`config.mk`:
```
export PLATFORM = sky130hd
export DESIGN_NAME = rdca_top
export DESIGN_NICKNAME = d
export VERILOG_FILES = /design/src/inc/rdca_pkg.sv /design/src/rtl/rdca_arb.sv /design/src/rtl/rdca_top.sv /design/src/rtl/rdca_walk.sv
export SDC_FILE = /design/constraint.sdc
export NUM_CORES = 1
export LEC_CHECK = 0
export ABC_CLOCK_PERIOD_IN_PS = 6700
export BUFFER_PORTS_ARGS = -buffer_cell sky130_fd_sc_hd__buf_2
export CAP_MARGIN = 20
export CORE_MARGIN = 2
export CORE_UTILIZATION = 50
export CTS_CLUSTER_DIAMETER = 150
export DETAILED_ROUTE_END_ITERATION = 7
export MAX_ROUTING_LAYER = met4
export PLACE_DENSITY = 0.7
export SLEW_MARGIN = 10
export SYNTH_ARGS = -nofsm -noshare
export SYNTH_HDL_FRONTEND = slang
export SYNTH_HIERARCHICAL = 1
export SYNTH_SLANG_ARGS = --single-unit
```
`constraint.sdc`:
```
create_clock -name clk_i -period 6.7 [get_ports clk_i]
set_input_delay 0.67 -clock clk_i [delete_from_list [all_inputs] [get_ports clk_i]]
set_output_delay 0.67 -clock clk_i [all_outputs]
set_load 0.01 [all_outputs]
```
`src/inc/rdca_pkg.sv`:
```
package rdca_pkg;

    // ------------------------------------------------------------
    // Widths and system shape
    // ------------------------------------------------------------
    localparam int ADDR_W = 32;
    localparam int CNT_W = 16;
    localparam int NUM_CH = 2;
    localparam logic CH_RD = 1'b0;
    localparam logic CH_WR = 1'b1;
    localparam int NUM_MST = 3;
    localparam int NUM_SLV = 2;
    localparam int MST_CPU = 0;
    localparam int MST_DBG = 1;
    localparam int MST_DMA = 2;
    localparam int SLV_BIT = 15;
    localparam logic [3:0] RAM_REGION = 4'h2;

    // ------------------------------------------------------------
    // Register map (byte offsets, bit 4 picks the channel)
    // ------------------------------------------------------------
    localparam logic [7:0] OFS_PTR = 8'h00;
    localparam logic [7:0] OFS_MAX = 8'h04;
    localparam logic [7:0] OFS_AMT = 8'h08;
    localparam logic [7:0] OFS_LIST = 8'h0C;
    localparam logic [7:0] OFS_CTRL = 8'h20;
    localparam logic [7:0] OFS_STAT = 8'h24;
    localparam logic [7:0] CH_OFS_MASK = 8'h0F;
    localparam int CH_SEL_BIT = 4;
    localparam int LIST_BIT = 0;
    localparam int CTRL_START = 0;
    localparam int CTRL_STOP = 2;
    localparam int ST_BUSY = 0;
    localparam int ST_END = 2;
    localparam int ST_ERR = 4;
    localparam int ST_DROP = 6;
    localparam logic [ADDR_W-1:0] PTR_RST = 32'h0000_0000;
    localparam logic [CNT_W-1:0] CNT_RST = 16'h0000;

    // ------------------------------------------------------------
    // Bus encodings and states
    // ------------------------------------------------------------
    localparam logic [1:0] HTRANS_IDLE = 2'h0;
    localparam logic [1:0] HTRANS_NONSEQ = 2'h2;
    localparam logic [2:0] HSIZE_BYTE = 3'h0;

    typedef enum logic [1:0] {
        RDCA_IDLE = 2'b00,
        RDCA_ADDR = 2'b01,
        RDCA_DATA = 2'b10
    } rdca_state_t;

endpackage

```
`src/rtl/rdca_arb.sv`:
```
`timescale 1ns/1ps

module rdca_arb
    import rdca_pkg::*;
(
    input wire logic clk_i,
    input wire logic rst_i,
    input wire logic [NUM_MST-1:0] req_i,
    input wire logic [NUM_MST-1:0] active_i,
    output logic [NUM_MST-1:0] gnt_o
);

    logic [NUM_MST-1:0] owner;
    logic [NUM_MST-1:0] pick;
    wire held = |(owner & active_i);

    // Lowest index is the highest priority
    always_comb begin
        pick = '0;
        for (int m = NUM_MST - 1; m >= 0; m--) begin
            if (req_i[m]) begin
                pick = '0;
                pick[m] = 1'b1;
            end
        end
    end

    // A paused owner lends the slave; it is never cut mid-beat
    assign gnt_o = held ? owner : pick;

    always_ff @(posedge clk_i) begin
        if (rst_i) begin
            owner <= '0;
        end else begin
            owner <= gnt_o;
        end
    end
endmodule

```
`src/rtl/rdca_top.sv`:
```
// Added by the designer: the register offsets and the Wishbone slave port.
`timescale 1ns/1ps

module rdca_top
    import rdca_pkg::*;
#(
    parameter bit DROP_ON_STALL = 1'b0
) (
    input wire logic clk_i,
    input wire logic rst_i,
    input wire logic wb_cyc_i,
    input wire logic wb_stb_i,
    input wire logic wb_we_i,
    input wire logic [7:0] wb_adr_i,
    input wire logic [3:0] wb_sel_i,
    input wire logic [31:0] wb_dat_i,
    output logic [31:0] wb_dat_o,
    output logic wb_ack_o,
    output logic [ADDR_W-1:0] haddr_o,
    output logic [1:0] htrans_o,
    output logic hwrite_o,
    output logic [2:0] hsize_o,
    output logic [31:0] hwdata_o,
    input wire logic [31:0] hrdata_i,
    input wire logic hready_i,
    input wire logic hresp_i,
    input wire logic [NUM_MST-2:0] ext_req_i,
    input wire logic [NUM_MST-2:0] ext_slv_i,
    input wire logic [NUM_MST-2:0] ext_active_i,
    output logic [NUM_MST-2:0] ext_gnt_o,
    output logic [7:0] rd_data_o,
    output logic rd_valid_o,
    input wire logic rd_ready_i,
    output logic rd_done_o,
    input wire logic [7:0] wr_data_i,
    input wire logic wr_valid_i,
    output logic wr_ready_o,
    input wire logic wr_end_i,
    output logic wr_done_o
);

    // ------------------------------------------------------------
    // Declarations
    // ------------------------------------------------------------
    logic [ADDR_W-1:0] ptr [NUM_CH];
    logic [ADDR_W-1:0] next_ptr [NUM_CH];
    logic [CNT_W-1:0] maxc [NUM_CH];
    logic [CNT_W-1:0] transferred_count [NUM_CH];
    logic [ADDR_W-1:0] w_addr [NUM_CH];
    logic [CNT_W-1:0] w_cnt [NUM_CH];
    logic [NUM_CH-1:0] list_en;
    logic [NUM_CH-1:0] stop_req;
    logic [NUM_CH-1:0] end_flag;
    logic [NUM_CH-1:0] err_flag;
    logic [NUM_CH-1:0] w_busy;
    logic [NUM_CH-1:0] w_done;
    logic [NUM_CH-1:0] w_stop;
    logic [NUM_CH-1:0] start;
    logic [NUM_CH-1:0] step;
    logic [NUM_CH-1:0] stop_set;
    logic [NUM_CH-1:0] err_set;
    logic [NUM_CH-1:0] ext_stop;
    logic [NUM_CH-1:0] hold_full;
    logic [NUM_CH-1:0] wr_ptr_en;
    logic [NUM_CH-1:0] wr_max_en;
    logic [NUM_CH-1:0] wr_list_en;
    logic [31:0] rd_mux;
    logic [31:0] status;
    logic drop_flag;
    logic rd_full;
    logic [7:0] rd_byte;
    logic wr_full;
    logic [7:0] wr_byte;
    rdca_state_t state;
    rdca_state_t next_state;
    logic sel;
    logic next_sel;
    logic [NUM_MST-1:0] mst_req;
    logic [NUM_MST-1:0] mst_act;
    logic [NUM_MST-1:0] mst_slv;
    logic [NUM_MST-1:0] slv_gnt [NUM_SLV];
    logic [NUM_MST-1:0] all_gnt;

    // ------------------------------------------------------------
    // Register bus decode
    // ------------------------------------------------------------
    wire wb_req = wb_cyc_i & wb_stb_i;
    // Writes land at the ack edge, where the master lets go of the request
    wire wb_wr = wb_req & wb_we_i & wb_ack_o;
    wire ch_area = wb_adr_i < OFS_CTRL;
    wire ch_idx = wb_adr_i[CH_SEL_BIT];
    wire [7:0] ch_ofs = wb_adr_i & CH_OFS_MASK;
    wire hit_ctrl = wb_adr_i == OFS_CTRL;
    wire hit_stat = wb_adr_i == OFS_STAT;
    wire [31:0] wb_bmask = {{8{wb_sel_i[3]}}, {8{wb_sel_i[2]}},
                            {8{wb_sel_i[1]}}, {8{wb_sel_i[0]}}};
    wire [31:0] wb_bits = wb_dat_i & wb_bmask;
    // Untouched byte lanes keep the register's current contents
    wire [31:0] wb_merged = (rd_mux & ~wb_bmask) | wb_bits;
    wire clr_drop = wb_wr & hit_stat & wb_bits[ST_DROP];

    assign status = {25'h000_0000, drop_flag, err_flag, end_flag, w_busy};

    always_comb begin
        rd_mux = '0;
        if (ch_area) begin
            case (ch_ofs)
                OFS_PTR: rd_mux = ptr[ch_idx];
                OFS_MAX: rd_mux[CNT_W-1:0] = maxc[ch_idx];
                OFS_AMT: rd_mux[CNT_W-1:0] = transferred_count[ch_idx];
                OFS_LIST: rd_mux[LIST_BIT] = list_en[ch_idx];
                default: rd_mux = '0;
            endcase
        end else if (hit_stat) begin
            rd_mux = status;
        end
    end

    // One wait state; unmapped offsets ack with zero data
    always_ff @(posedge clk_i) begin
        if (rst_i) begin
            wb_ack_o <= 1'b0;
            wb_dat_o <= '0;
        end else begin
            wb_ack_o <= wb_req & ~wb_ack_o;
            wb_dat_o <= rd_mux;
        end
    end

    // ------------------------------------------------------------
    // Bus master sequencing
    // ------------------------------------------------------------
    wire addr_ok = haddr_o[ADDR_W-1 -: 4] == RAM_REGION;
    wire dma_gnt = all_gnt[MST_DMA];
    wire data_fin = (state == RDCA_DATA) & hready_i;
    wire xfer_ok = data_fin & ~hresp_i;
    wire addr_bad = (state == RDCA_ADDR) & ~addr_ok;
    wire bus_err = addr_bad | (data_fin & hresp_i);
    wire rd_need = w_busy[CH_RD] & ~w_done[CH_RD] & ~rd_full
                   & ~stop_req[CH_RD];
    wire wr_need = wr_full;
    wire [31:0] lane_sh = hrdata_i >> {haddr_o[1:0], 3'b000};

    always_comb begin
        next_state = state;
        next_sel = sel;
        unique case (state)
            RDCA_IDLE: begin
                if (wr_need | rd_need) begin
                    next_sel = wr_need ? CH_WR : CH_RD;
                    next_state = RDCA_ADDR;
                end
            end
            RDCA_ADDR: begin
                if (!addr_ok) begin
                    next_state = RDCA_IDLE;
                end else if (dma_gnt & hready_i) begin
                    next_state = RDCA_DATA;
                end
            end
            RDCA_DATA: begin
                if (hready_i) begin
                    next_state = RDCA_IDLE;
                end
            end
            default: next_state = RDCA_IDLE;
        endcase
    end

    always_ff @(posedge clk_i) begin
        if (rst_i) begin
            state <= RDCA_IDLE;
            sel <= CH_RD;
            haddr_o <= PTR_RST;
            hwrite_o <= 1'b0;
            hwdata_o <= '0;
        end else begin
            state <= next_state;
            if (state == RDCA_IDLE) begin
                sel <= next_sel;
                haddr_o <= w_addr[next_sel];
                hwrite_o <= next_sel == CH_WR;
                hwdata_o <= {4{wr_byte}};
            end
        end
    end

    // Waiting for the grant simply stalls in the address phase
    assign htrans_o = (state == RDCA_ADDR) & addr_ok & dma_gnt
                      ? HTRANS_NONSEQ : HTRANS_IDLE;
    assign hsize_o = HSIZE_BYTE;

    // ------------------------------------------------------------
    // Peripheral byte holds
    // ------------------------------------------------------------
    wire wr_take = wr_valid_i & wr_ready_o;
    wire wr_lost = wr_take & wr_full & ~step[CH_WR];
    wire wr_abort = err_set[CH_WR] | start[CH_WR];

    // Drop variant never back-pressures on a full hold, so an overrun loses a byte
    assign wr_ready_o = w_busy[CH_WR] & ~stop_req[CH_WR]
                        & (DROP_ON_STALL | ~wr_full);
    assign rd_valid_o = rd_full;
    assign rd_data_o = rd_byte;
    assign rd_done_o = w_done[CH_RD];
    assign wr_done_o = w_done[CH_WR];

    always_ff @(posedge clk_i) begin
        if (rst_i) begin
            rd_full <= 1'b0;
            rd_byte <= '0;
        end else if (step[CH_RD]) begin
            rd_full <= 1'b1;
            rd_byte <= lane_sh[7:0];
        end else if (rd_valid_o & rd_ready_i) begin
            rd_full <= 1'b0;
        end
    end

    always_ff @(posedge clk_i) begin
        if (rst_i) begin
            wr_full <= 1'b0;
            wr_byte <= '0;
            drop_flag <= 1'b0;
        end else begin
            if (wr_abort) begin
                wr_full <= 1'b0;
            end else if (step[CH_WR]) begin
                wr_full <= wr_take;
            end else if (wr_take) begin
                wr_full <= 1'b1;
            end
            if (wr_take & (~wr_full | step[CH_WR])) begin
                wr_byte <= wr_data_i;
            end
            drop_flag <= wr_lost | (drop_flag & ~clr_drop);
        end
    end

    assign ext_stop[CH_RD] = 1'b0;
    assign ext_stop[CH_WR] = wr_end_i;
    assign hold_full[CH_RD] = 1'b0;
    assign hold_full[CH_WR] = wr_full;

    // ------------------------------------------------------------
    // Channels
    // ------------------------------------------------------------
    for (genvar c = 0; c < NUM_CH; c++) begin : g_ch
        wire here = ch_area & (ch_idx == 1'(c));
        wire mine = sel == 1'(c);
        wire quiet = ~((state != RDCA_IDLE) & mine) & ~hold_full[c];

        assign wr_ptr_en[c] = wb_wr & here & (ch_ofs == OFS_PTR);
        assign wr_max_en[c] = wb_wr & here & (ch_ofs == OFS_MAX);
        assign wr_list_en[c] = wb_wr & here & (ch_ofs == OFS_LIST);
        assign start[c] = wb_wr & hit_ctrl & wb_bits[CTRL_START + c]
                          & ~w_busy[c];
        assign step[c] = xfer_ok & mine;
        assign err_set[c] = bus_err & mine;
        assign stop_set[c] = (wb_wr & hit_ctrl & wb_bits[CTRL_STOP + c])
                             | err_set[c] | ext_stop[c];
        // Early end waits until the last held byte reached RAM
        assign w_stop[c] = stop_req[c] & quiet;
        assign next_ptr[c] = wr_ptr_en[c] ? wb_merged
            : (w_done[c] & list_en[c])
            ? ptr[c] + {{(ADDR_W - CNT_W){1'b0}}, maxc[c]}
            : ptr[c];

        rdca_walk u_walk (
            .clk_i(clk_i),
            .rst_i(rst_i),
            .start_i(start[c]),
            .stop_i(w_stop[c]),
            .step_i(step[c]),
            .ptr_i(ptr[c]),
            .max_i(maxc[c]),
            .addr_o(w_addr[c]),
            .count_o(w_cnt[c]),
            .busy_o(w_busy[c]),
            .done_o(w_done[c])
        );

        always_ff @(posedge clk_i) begin
            if (rst_i) begin
                ptr[c] <= PTR_RST;
                maxc[c] <= CNT_RST;
                transferred_count[c] <= CNT_RST;
                list_en[c] <= 1'b0;
                stop_req[c] <= 1'b0;
                end_flag[c] <= 1'b0;
                err_flag[c] <= 1'b0;
            end else begin
                ptr[c] <= next_ptr[c];
                if (wr_max_en[c]) begin
                    maxc[c] <= wb_merged[CNT_W-1:0];
                end
                if (wr_list_en[c]) begin
                    list_en[c] <= wb_merged[LIST_BIT];
                end
                if (w_done[c]) begin
                    transferred_count[c] <= w_cnt[c];
                end
                stop_req[c] <= ~start[c] & ~w_done[c]
                               & (stop_req[c] | stop_set[c]);
                end_flag[c] <= w_done[c]
                    | (end_flag[c] & ~(wb_wr & hit_stat
                                       & wb_bits[ST_END + c]));
                err_flag[c] <= err_set[c]
                    | (err_flag[c] & ~(wb_wr & hit_stat
                                       & wb_bits[ST_ERR + c]));
            end
        end
    end

    // ------------------------------------------------------------
    // Slave-port arbitration
    // ------------------------------------------------------------
    // Index order is the priority order: processor, debug, channel
    assign mst_req[MST_DMA] = (state == RDCA_ADDR) & addr_ok;
    assign mst_act[MST_DMA] = state == RDCA_DATA;
    assign mst_slv[MST_DMA] = haddr_o[SLV_BIT];
    assign mst_req[MST_DBG:MST_CPU] = ext_req_i;
    assign mst_act[MST_DBG:MST_CPU] = ext_active_i;
    assign mst_slv[MST_DBG:MST_CPU] = ext_slv_i;

    // One arbiter per RAM slave, so disjoint targets never wait
    for (genvar s = 0; s < NUM_SLV; s++) begin : g_slv
        wire [NUM_MST-1:0] on_slv = (s == 1) ? mst_slv : ~mst_slv;

        rdca_arb u_arb (
            .clk_i(clk_i),
            .rst_i(rst_i),
            .req_i(mst_req & on_slv),
            .active_i(mst_act & on_slv),
            .gnt_o(slv_gnt[s])
        );
    end

    assign all_gnt = slv_gnt[0] | slv_gnt[1];
    assign ext_gnt_o = all_gnt[MST_DBG:MST_CPU];

    // ------------------------------------------------------------
    // Assertions
    // ------------------------------------------------------------
    logic [CNT_W-1:0] wr_cnt_q;
    logic [ADDR_W-1:0] rd_addr_q;

    always_ff @(posedge clk_i) begin
        wr_cnt_q <= w_cnt[CH_WR];
        rd_addr_q <= w_addr[CH_RD];
    end
endmodule

```
`src/rtl/rdca_walk.sv`:
```
`timescale 1ns/1ps

module rdca_walk
    import rdca_pkg::*;
(
    input wire logic clk_i,
    input wire logic rst_i,
    input wire logic start_i,
    input wire logic stop_i,
    input wire logic step_i,
    input wire logic [ADDR_W-1:0] ptr_i,
    input wire logic [CNT_W-1:0] max_i,
    output logic [ADDR_W-1:0] addr_o,
    output logic [CNT_W-1:0] count_o,
    output logic busy_o,
    output logic done_o
);

    // Limit is latched so a mid-transfer rewrite cannot move the end
    logic [CNT_W-1:0] limit;

    always_ff @(posedge clk_i) begin
        if (rst_i) begin
            addr_o <= PTR_RST;
            count_o <= CNT_RST;
            limit <= CNT_RST;
            busy_o <= 1'b0;
        end else if (start_i) begin
            addr_o <= ptr_i;
            count_o <= CNT_RST;
            limit <= max_i;
            busy_o <= 1'b1;
        end else if (done_o) begin
            busy_o <= 1'b0;
        end else if (step_i) begin
            addr_o <= addr_o + 32'h0000_0001;
            count_o <= count_o + 16'h0001;
        end
    end

    assign done_o = busy_o & ((count_o == limit) | stop_i);
endmodule

```
* Yosys cells after proc, flatten, opt, wreduce, memory -nomap -nowiden
Memory sizes are Yosys's and may differ from the RTL's. Index checks and enable logic that the tools add are counted.
Word-level totals: memories kept 3, word-level logic and storage cells 266, bits in writable memories 128, bits in registers 263, output and inout bits 117, bits of input ports 100
Memories:
- ptr | depth 2, bits a word 32, rd ports 3, clocked after Yosys merged registers in 0, wr ports 2, RTL line rdca_top.sv:45 | logic [ADDR_W-1:0] ptr [NUM_CH];
- maxc | depth 2, bits a word 16, rd ports 3, clocked after Yosys merged registers in 0, wr ports 2, RTL line rdca_top.sv:47 | logic [CNT_W-1:0] maxc [NUM_CH];
- transferred_count | depth 2, bits a word 16, rd ports 1, clocked after Yosys merged registers in 0, wr ports 2, RTL line rdca_top.sv:48 | logic [CNT_W-1:0] transferred_count [NUM_CH];
Operators by class: shifts and indexed selects 1, eq/ne operators 15, add/subtract/negate cells 6, reduce and logical (&&, ||, !) cells 19, muxes and demuxes 66, bitwise logic cells 124, order comparisons 3
Operators with widths (number):
- $mux 32 | 16
- $mux 16 | 5
- $and 1x1->1 | 66
- $add 32x1->32 const B | 2
- $add 32x16->32 | 2
- $and 32x32->32 | 2
- $pmux 15 s3 | 1
- $add 16x1->16 const B | 2
- $eq 16x16->1 | 2
- $not 32->32 | 1
- $or 32x32->32 | 1
- $shr 32x5->8 | 1
- $mux 1 | 28
- $mux 3 | 8
- $not 1->1 | 23
- $or 1x1->1 | 22
- $and 3x3->3 | 6
- $eq 8x6->1 const B | 2
- $reduce_bool 2->1 | 7
- $mux 2 | 5
- $eq 4x4->1 const B | 2
- $logic_not 8->1 | 1
- $lt 8x6->1 const B | 1
- $reduce_and 2->1 | 4
- other kinds (19) | 24

* Depth between registers and ports, before layout
depth after elaboration 17, gate-level depth with buffers 17, mapped depth without buffers 13

* Modules after synthesis
The synthesis kept the hierarchy.
By module, submodules not included:
- rdca_top | area an instance 12871.1 um2, instances 1, cells an instance 1425, sequential area each 5265.0 um2
- rdca_walk (g_ch[1].u_walk) | area an instance 3515.9 um2, instances 1, cells an instance 412, sequential area each 1301.2 um2
- rdca_walk (g_ch[0].u_walk) | area an instance 3452.1 um2, instances 1, cells an instance 394, sequential area each 1301.2 um2
- rdca_arb | area an instance 206.4 um2, instances 2, cells an instance 20, sequential area each 60.1 um2

* Worst setup path after synthesis
OpenSTA, ideal clock, no wires.
path kind flip-flop to flip-flop, start reg state[1], end mem ptr[0][25], data required time 6605 ps, buffers on the path 4, setup time 95 ps, path slack 3389 ps, data arrival time 3215 ps, cell stages (with the launch flop) 18, period minus slack after synthesis 3311 ps, path through dfxtp_1 -> nor2_1 -> clkbuf_1 -> clkbuf_1 -> o21a_1 -> inv_1 -> o41ai_4 -> buf_2 -> nand2_1 -> inv_1 -> clkbuf_1 -> nand2_1 -> nor2_1 -> nand3_1 -> a21oi_1 -> a21oi_1 -> or4_1 -> o311ai_1
RTL lines:
- start, declared | RTL line rdca_top.sv:74 | rdca_state_t state;
- start signal, assigned | RTL line rdca_top.sv:178 | state <= next_state;
- end, declared | RTL line rdca_top.sv:45

* Worst setup path in the final report
start reg state[0], end reg haddr_o[0]
On the way: word-level cells in the longest chain between the ends 17, elaborated cells between the ends (all ways) 18, classes of those cells mux (5); bitwise (11); reduce/logical (2)
RTL lines:
- $reduce_bool 2->1 | RTL line rdca_top.sv:251 | wire quiet = ~((state != RDCA_IDLE) & mine) & ~hold_full[c];
- $and 1x1->1 | RTL line rdca_top.sv:251
- $not 1->1 | RTL line rdca_top.sv:251
- $and 1x1->1 | RTL line rdca_top.sv:263 | assign w_stop[c] = stop_req[c] & quiet;
- net w_stop[0] | RTL line rdca_top.sv:57 | logic [NUM_CH-1:0] w_stop;
- $or 1x1->1 | RTL line rdca_walk.sv:41 | assign done_o = busy_o & ((count_o == limit) | stop_i);
- $and 1x1->1 | RTL line rdca_walk.sv:41
- $not 1->1 (no line)
- $and 1x1->1 (2 in a row) | RTL line rdca_top.sv:139 | wire rd_need = w_busy[CH_RD] & ~w_done[CH_RD] & ~rd_full
- $and 1x1->1 | RTL line rdca_top.sv:140 | & ~stop_req[CH_RD];
- $or 1x1->1 | RTL line rdca_top.sv:149 | if (wr_need | rd_need) begin
- $mux 1 | RTL line rdca_top.sv:149
- $mux 1 | RTL line rdca_top.sv:147 | unique case (state)
- $not 1->2 (implied by the code) | RTL line rdca_top.sv:181 | haddr_o <= w_addr[next_sel];
- $mux 32 (implied by the code) (3 in a row) | RTL line rdca_top.sv:181
- end signal, assigned | RTL line rdca_top.sv:181
- end, declared | RTL line rdca_top.sv:19 | output logic [ADDR_W-1:0] haddr_o,
The timed path passes the listed nets, and every way through them passes these cells. The select of a mux whose other input is x is not followed. A chain may end at the register's enable or synchronous reset.

==> impl_metrics.py <==
metrics = {
    "power": {
        "switchingPower_mw": 1.14,
        "netSwitchingFraction_pct": 22.6,
        "power.share.combinational_pct": 4.6,
        "p_leak_nw": 8.52,
        "power.sequential.fraction_pct": 45.1,
        "p_clk_share_pct": 50.4,
        "internal-power_mw": 3.92,
        "power.density_nw_per_um2": 221,
        "vdd_drop_max_mv": 0.150,
    },
    "synthesis": {
        "ys_dominant_reg_cell": "sky130_fd_sc_hd__dfxtp_1",
        "synth-async-reset-ratio_pct": 0,
        "synth_xor_xnor_area_share_pct": 5.58,
        "yosys.area_share.simple_pct": 20.3,
        "synth_seq_cells": 367,
        "seq_area_frac_synth_pct": 39.4,
        "synth.top_cells.by_area": "sky130_fd_sc_hd__dfxtp_1, sky130_fd_sc_hd__edfxtp_1, sky130_fd_sc_hd__mux2i_1",
        "synth_top_area_cell": "sky130_fd_sc_hd__dfxtp_1",
        "synth-edff-count": 64,
        "multiplexer_area_fraction_after_synthesis_pct": 7.73,
        "synth-compound-area-share_pct": 19.5,
        "synth.lib_cells_used.distinct": 97,
        "post_synth_inst_count": 2271,
        "yosys_warnings": 6,
        "yosysTopAreaCellShare_pct": 30.0,
        "largest_family_of_logic_cells_by_synthesized_area": "simple AND/OR/NAND/NOR gates",
        "avgSynthCellArea_um2": 8.92,
        "synth_area_um2": 20300,
        "share_of_synthesized_cell_area_in_full_adder_half_adder_and_majority_cells_pct": 2.42,
    },
    "detailed_routing": {
        "initialDrtViolationCount": 1889,
        "detail_route.drc_violations": 0,
        "ant_nets": 0,
        "num_vias": 18747,
        "detail_route.vias_per_cell": 6.36,
        "first_pass_iters": 6,
        "post_drt_wl_per_cell_um": 24.1,
        "finalWirelength_um": 71000,
    },
    "finish": {
        "seq_area_um2": 7990,
        "fin_nets": 2527,
        "layout-drive-gt1-share_pct": 16.3,
        "layout-area-overhead-vs-synth_pct": 13.1,
        "postLayoutCoreUtil_pct": 57.5,
        "multiInputGateArea_um2": 11300,
        "final.fill_count": 3579,
    },
    "floorplan": {
        "die_y_um": 205,
        "floorplan.core_area_um2": 39800,
        "start_util_pct": 50.9,
        "top_level_ports": 217,
        "die_w_um": 205,
        "die_area_um2": 42100,
        "std_cell_rows": 73,
    },
    "timing": {
        "post-route-min-period_ns": 3.77,
        "setup_ws_ns": 2.93,
        "rsz0062_at_grt": "false",
        "report.final.hold_viol_count": 0,
        "timing.clock.skew_ns": 0.0173,
        "worstMarginPinSlew_ns": 1.07,
        "finalSetupViolations": 0,
        "timing.max_slew.rel_slack_pct": 28.8,
        "setup-tns-final_ns": 0,
        "finalMaxSlewViolations": 0,
        "max_clock_freq_ghz": 0.265,
        "layout_worst_path_cycle_share_pct": 56.3,
    },
    "clocking": {
        "cts-root-buf": "sky130_fd_sc_hd__clkbuf_16",
        "clk-insertion-delay-late_ns": 0.57,
        "cts_inserted_buffers": 42,
        "cts_max_level": 2,
        "clk_path_buf_depth": 3,
        "post-cts-setup-buffer-count": 0,
        "clk_transition_reported_paths_ns": 0.06,
        "cts_hold_fix_bufs": 0,
        "cts_num_sinks": 367,
        "tritoncts": "yes",
        "postCtsResizedCells": 0,
    },
    "place": {
        "worst_setup_slack_before_clock_tree_synthesis_ns": 2.33,
        "place.detailed.hpwl_um": 52600,
        "place.gp.congestion": 1.00,
        "io_buffers": 212,
    },
    "run": {
        "timing.max_cap.violations": 0,
    },
    "grt": {
        "antenna_violations_before_repair": 2,
        "grt_residual_overflow": 0,
        "global_route.usage.total_pct": 33.9,
        "first_pass_grt_wire_length_um": 106000,
        "pin_count_of_the_biggest_net_entering_global_routing": 75,
        "first_global_vias": 17471,
    },
    "critical_path": {
        "kind_of_launch_point_of_the_worst_setup_path": "register",
        "timing.critical_path.arrival_ns": 4.18,
        "path_max_fanout": 33,
        "timing.setup.critical_path_class": "register to register",
        "worstRegToRegCells": 13,
        "cp_data_required_time_ns": 7.11,
        "crit_path_end_kind": "register",
    },
    "hold_path": {
        "worst_hold_path.num_cells": 2,
        "timing.hold.worst.class": "input pin to register",
    },
    "run_status": {
        "run_status": "completed",
    },
}
sequential cells by signal, summed over array words and instances (netlist names), 6 cells and up:
register             count
wr_byte                  8
haddr_o                 32
rd_data_o                8
g_ch.u_walk/count_o     32
transferred_count       32
hwdata_o                 8
g_slv.u_arb/owner        6
maxc                    32
g_ch.u_walk/limit       32
g_ch.u_walk/addr_o      64
wb_dat_o                32
ptr                     64
routing by layer:
layer  GRT usage [%]  share of wire [%]  up-vias
li1                -                  -     8505
met5               -                  0        -
met2            51.8                 44     1013
met4            19.1                6.3        0
met1            42.8                 42     9006
met3            5.32                8.2      223
Yosys cell counts, drive strengths merged (11+ instances only):
cell	instances
and2	62
and4	13
a2111oi	31
ha	36
inv	42
nand4	45
nor2	254
nor3b	12
o31ai	14
or2	16
nand3	56
edfxtp	64
o211ai	25
nor2b	24
clkbuf	86
nand2	220
a21o	11
nor3	35
or3	21
or4	15
a22oi	12
o21ai	86
a21oi	130
and3	21
a211oi	149
dfxtp	303
mux2i	126
xor2	29
buf	78
xnor2	100
through the flow:
step                      power [mW]  cell area, um^2  instances  hold slack [ns]
after floorplan                 2.45            20300       2274            0.412
after global placement          2.55            21300       2869            0.421
after detailed placement        2.55            21300       2869            0.427
after CTS                       5.08            22900       2945            0.266
after global routing            5.19            22900       2948            0.293
final                           5.06            22900       2948            0.288
logic make-up after synthesis:
group | Yosys count
buf+inv | 208
fa+ha+maj | 38
mux | 144
simple gates | 834
other cells | 1
compound gates | 550
xor+xnor | 129
flops | 367
placed cells by master (no fill, tap or decap), drive strengths merged, types with 36 or more instances in the layout:
| cell | Yosys | final |
|---|---|---|
| and2 | 62 | 62 |
| a211oi | 149 | 149 |
| nand4 | 45 | 45 |
| a21oi | 130 | 130 |
| inv | 42 | 43 |
| buf | 78 | 235 |
| edfxtp | 64 | 64 |
| ha | 36 | 36 |
| clkbuf | 86 | 53 |
| nor2 | 254 | 254 |
| dfxtp | 303 | 303 |
| nand2 | 220 | 220 |
| xnor2 | 100 | 100 |
| nand3 | 56 | 56 |
| o21ai | 86 | 86 |
| mux2i | 126 | 126 |
area by class of cell:
cell class                      instances  area share [%]
Multi-Input combinational cell       1699            49.4
Clock buffer                           53            5.12
Inverter                               44           0.721
Antenna cell                            2          0.0219
Clock inverter                         23            1.53
Tap cell                              525            2.87
Sequential cell                       367            34.9
Timing Repair Buffer                  235            5.50
power groups by stage:
stage / Combinational [mW] / Sequential (mW) / Clock, mW
detailed placement: 0.225 / 2.33 / 0
finish: 0.232 / 2.28 / 2.55
global route: 0.245 / 2.28 / 2.66
global placement: 0.222 / 2.33 / 0
floorplan: 0.136 / 2.32 / 0
CTS: 0.226 / 2.28 / 2.57
path summary, 6_finish.rpt:
path	slack, ns	start	endpoint
worst max-delay path	2.93	state[0]$_SDFFE_PP0P_	haddr_o[0]$_SDFFE_PP0P_
worst min-delay path	0.29	wb_dat_i[6]	drop_flag$_SDFF_PP0_
worst max register to register	2.93	state[0]$_SDFFE_PP0P_	haddr_o[0]$_SDFFE_PP0P_
worst min register to register	0.44	drop_flag$_SDFF_PP0_	drop_flag$_SDFF_PP0_
critical path, stage by stage (launching register included):
cell                       delay, ns
sky130_fd_sc_hd__dfxtp_1        0.45
sky130_fd_sc_hd__nor2_4         0.06
sky130_fd_sc_hd__o21a_1         0.29
sky130_fd_sc_hd__inv_1          0.23
sky130_fd_sc_hd__o41ai_4        0.11
sky130_fd_sc_hd__buf_4          0.26
sky130_fd_sc_hd__nand2_1        0.11
sky130_fd_sc_hd__inv_1          0.30
sky130_fd_sc_hd__nor4b_2        0.40
sky130_fd_sc_hd__nor2b_1        0.13
sky130_fd_sc_hd__nor3_4         0.12
sky130_fd_sc_hd__buf_4          0.53
sky130_fd_sc_hd__mux2i_1        0.49
sky130_fd_sc_hd__a211oi_1       0.14
No activity file was read; power rests on OpenSTA's default activity.
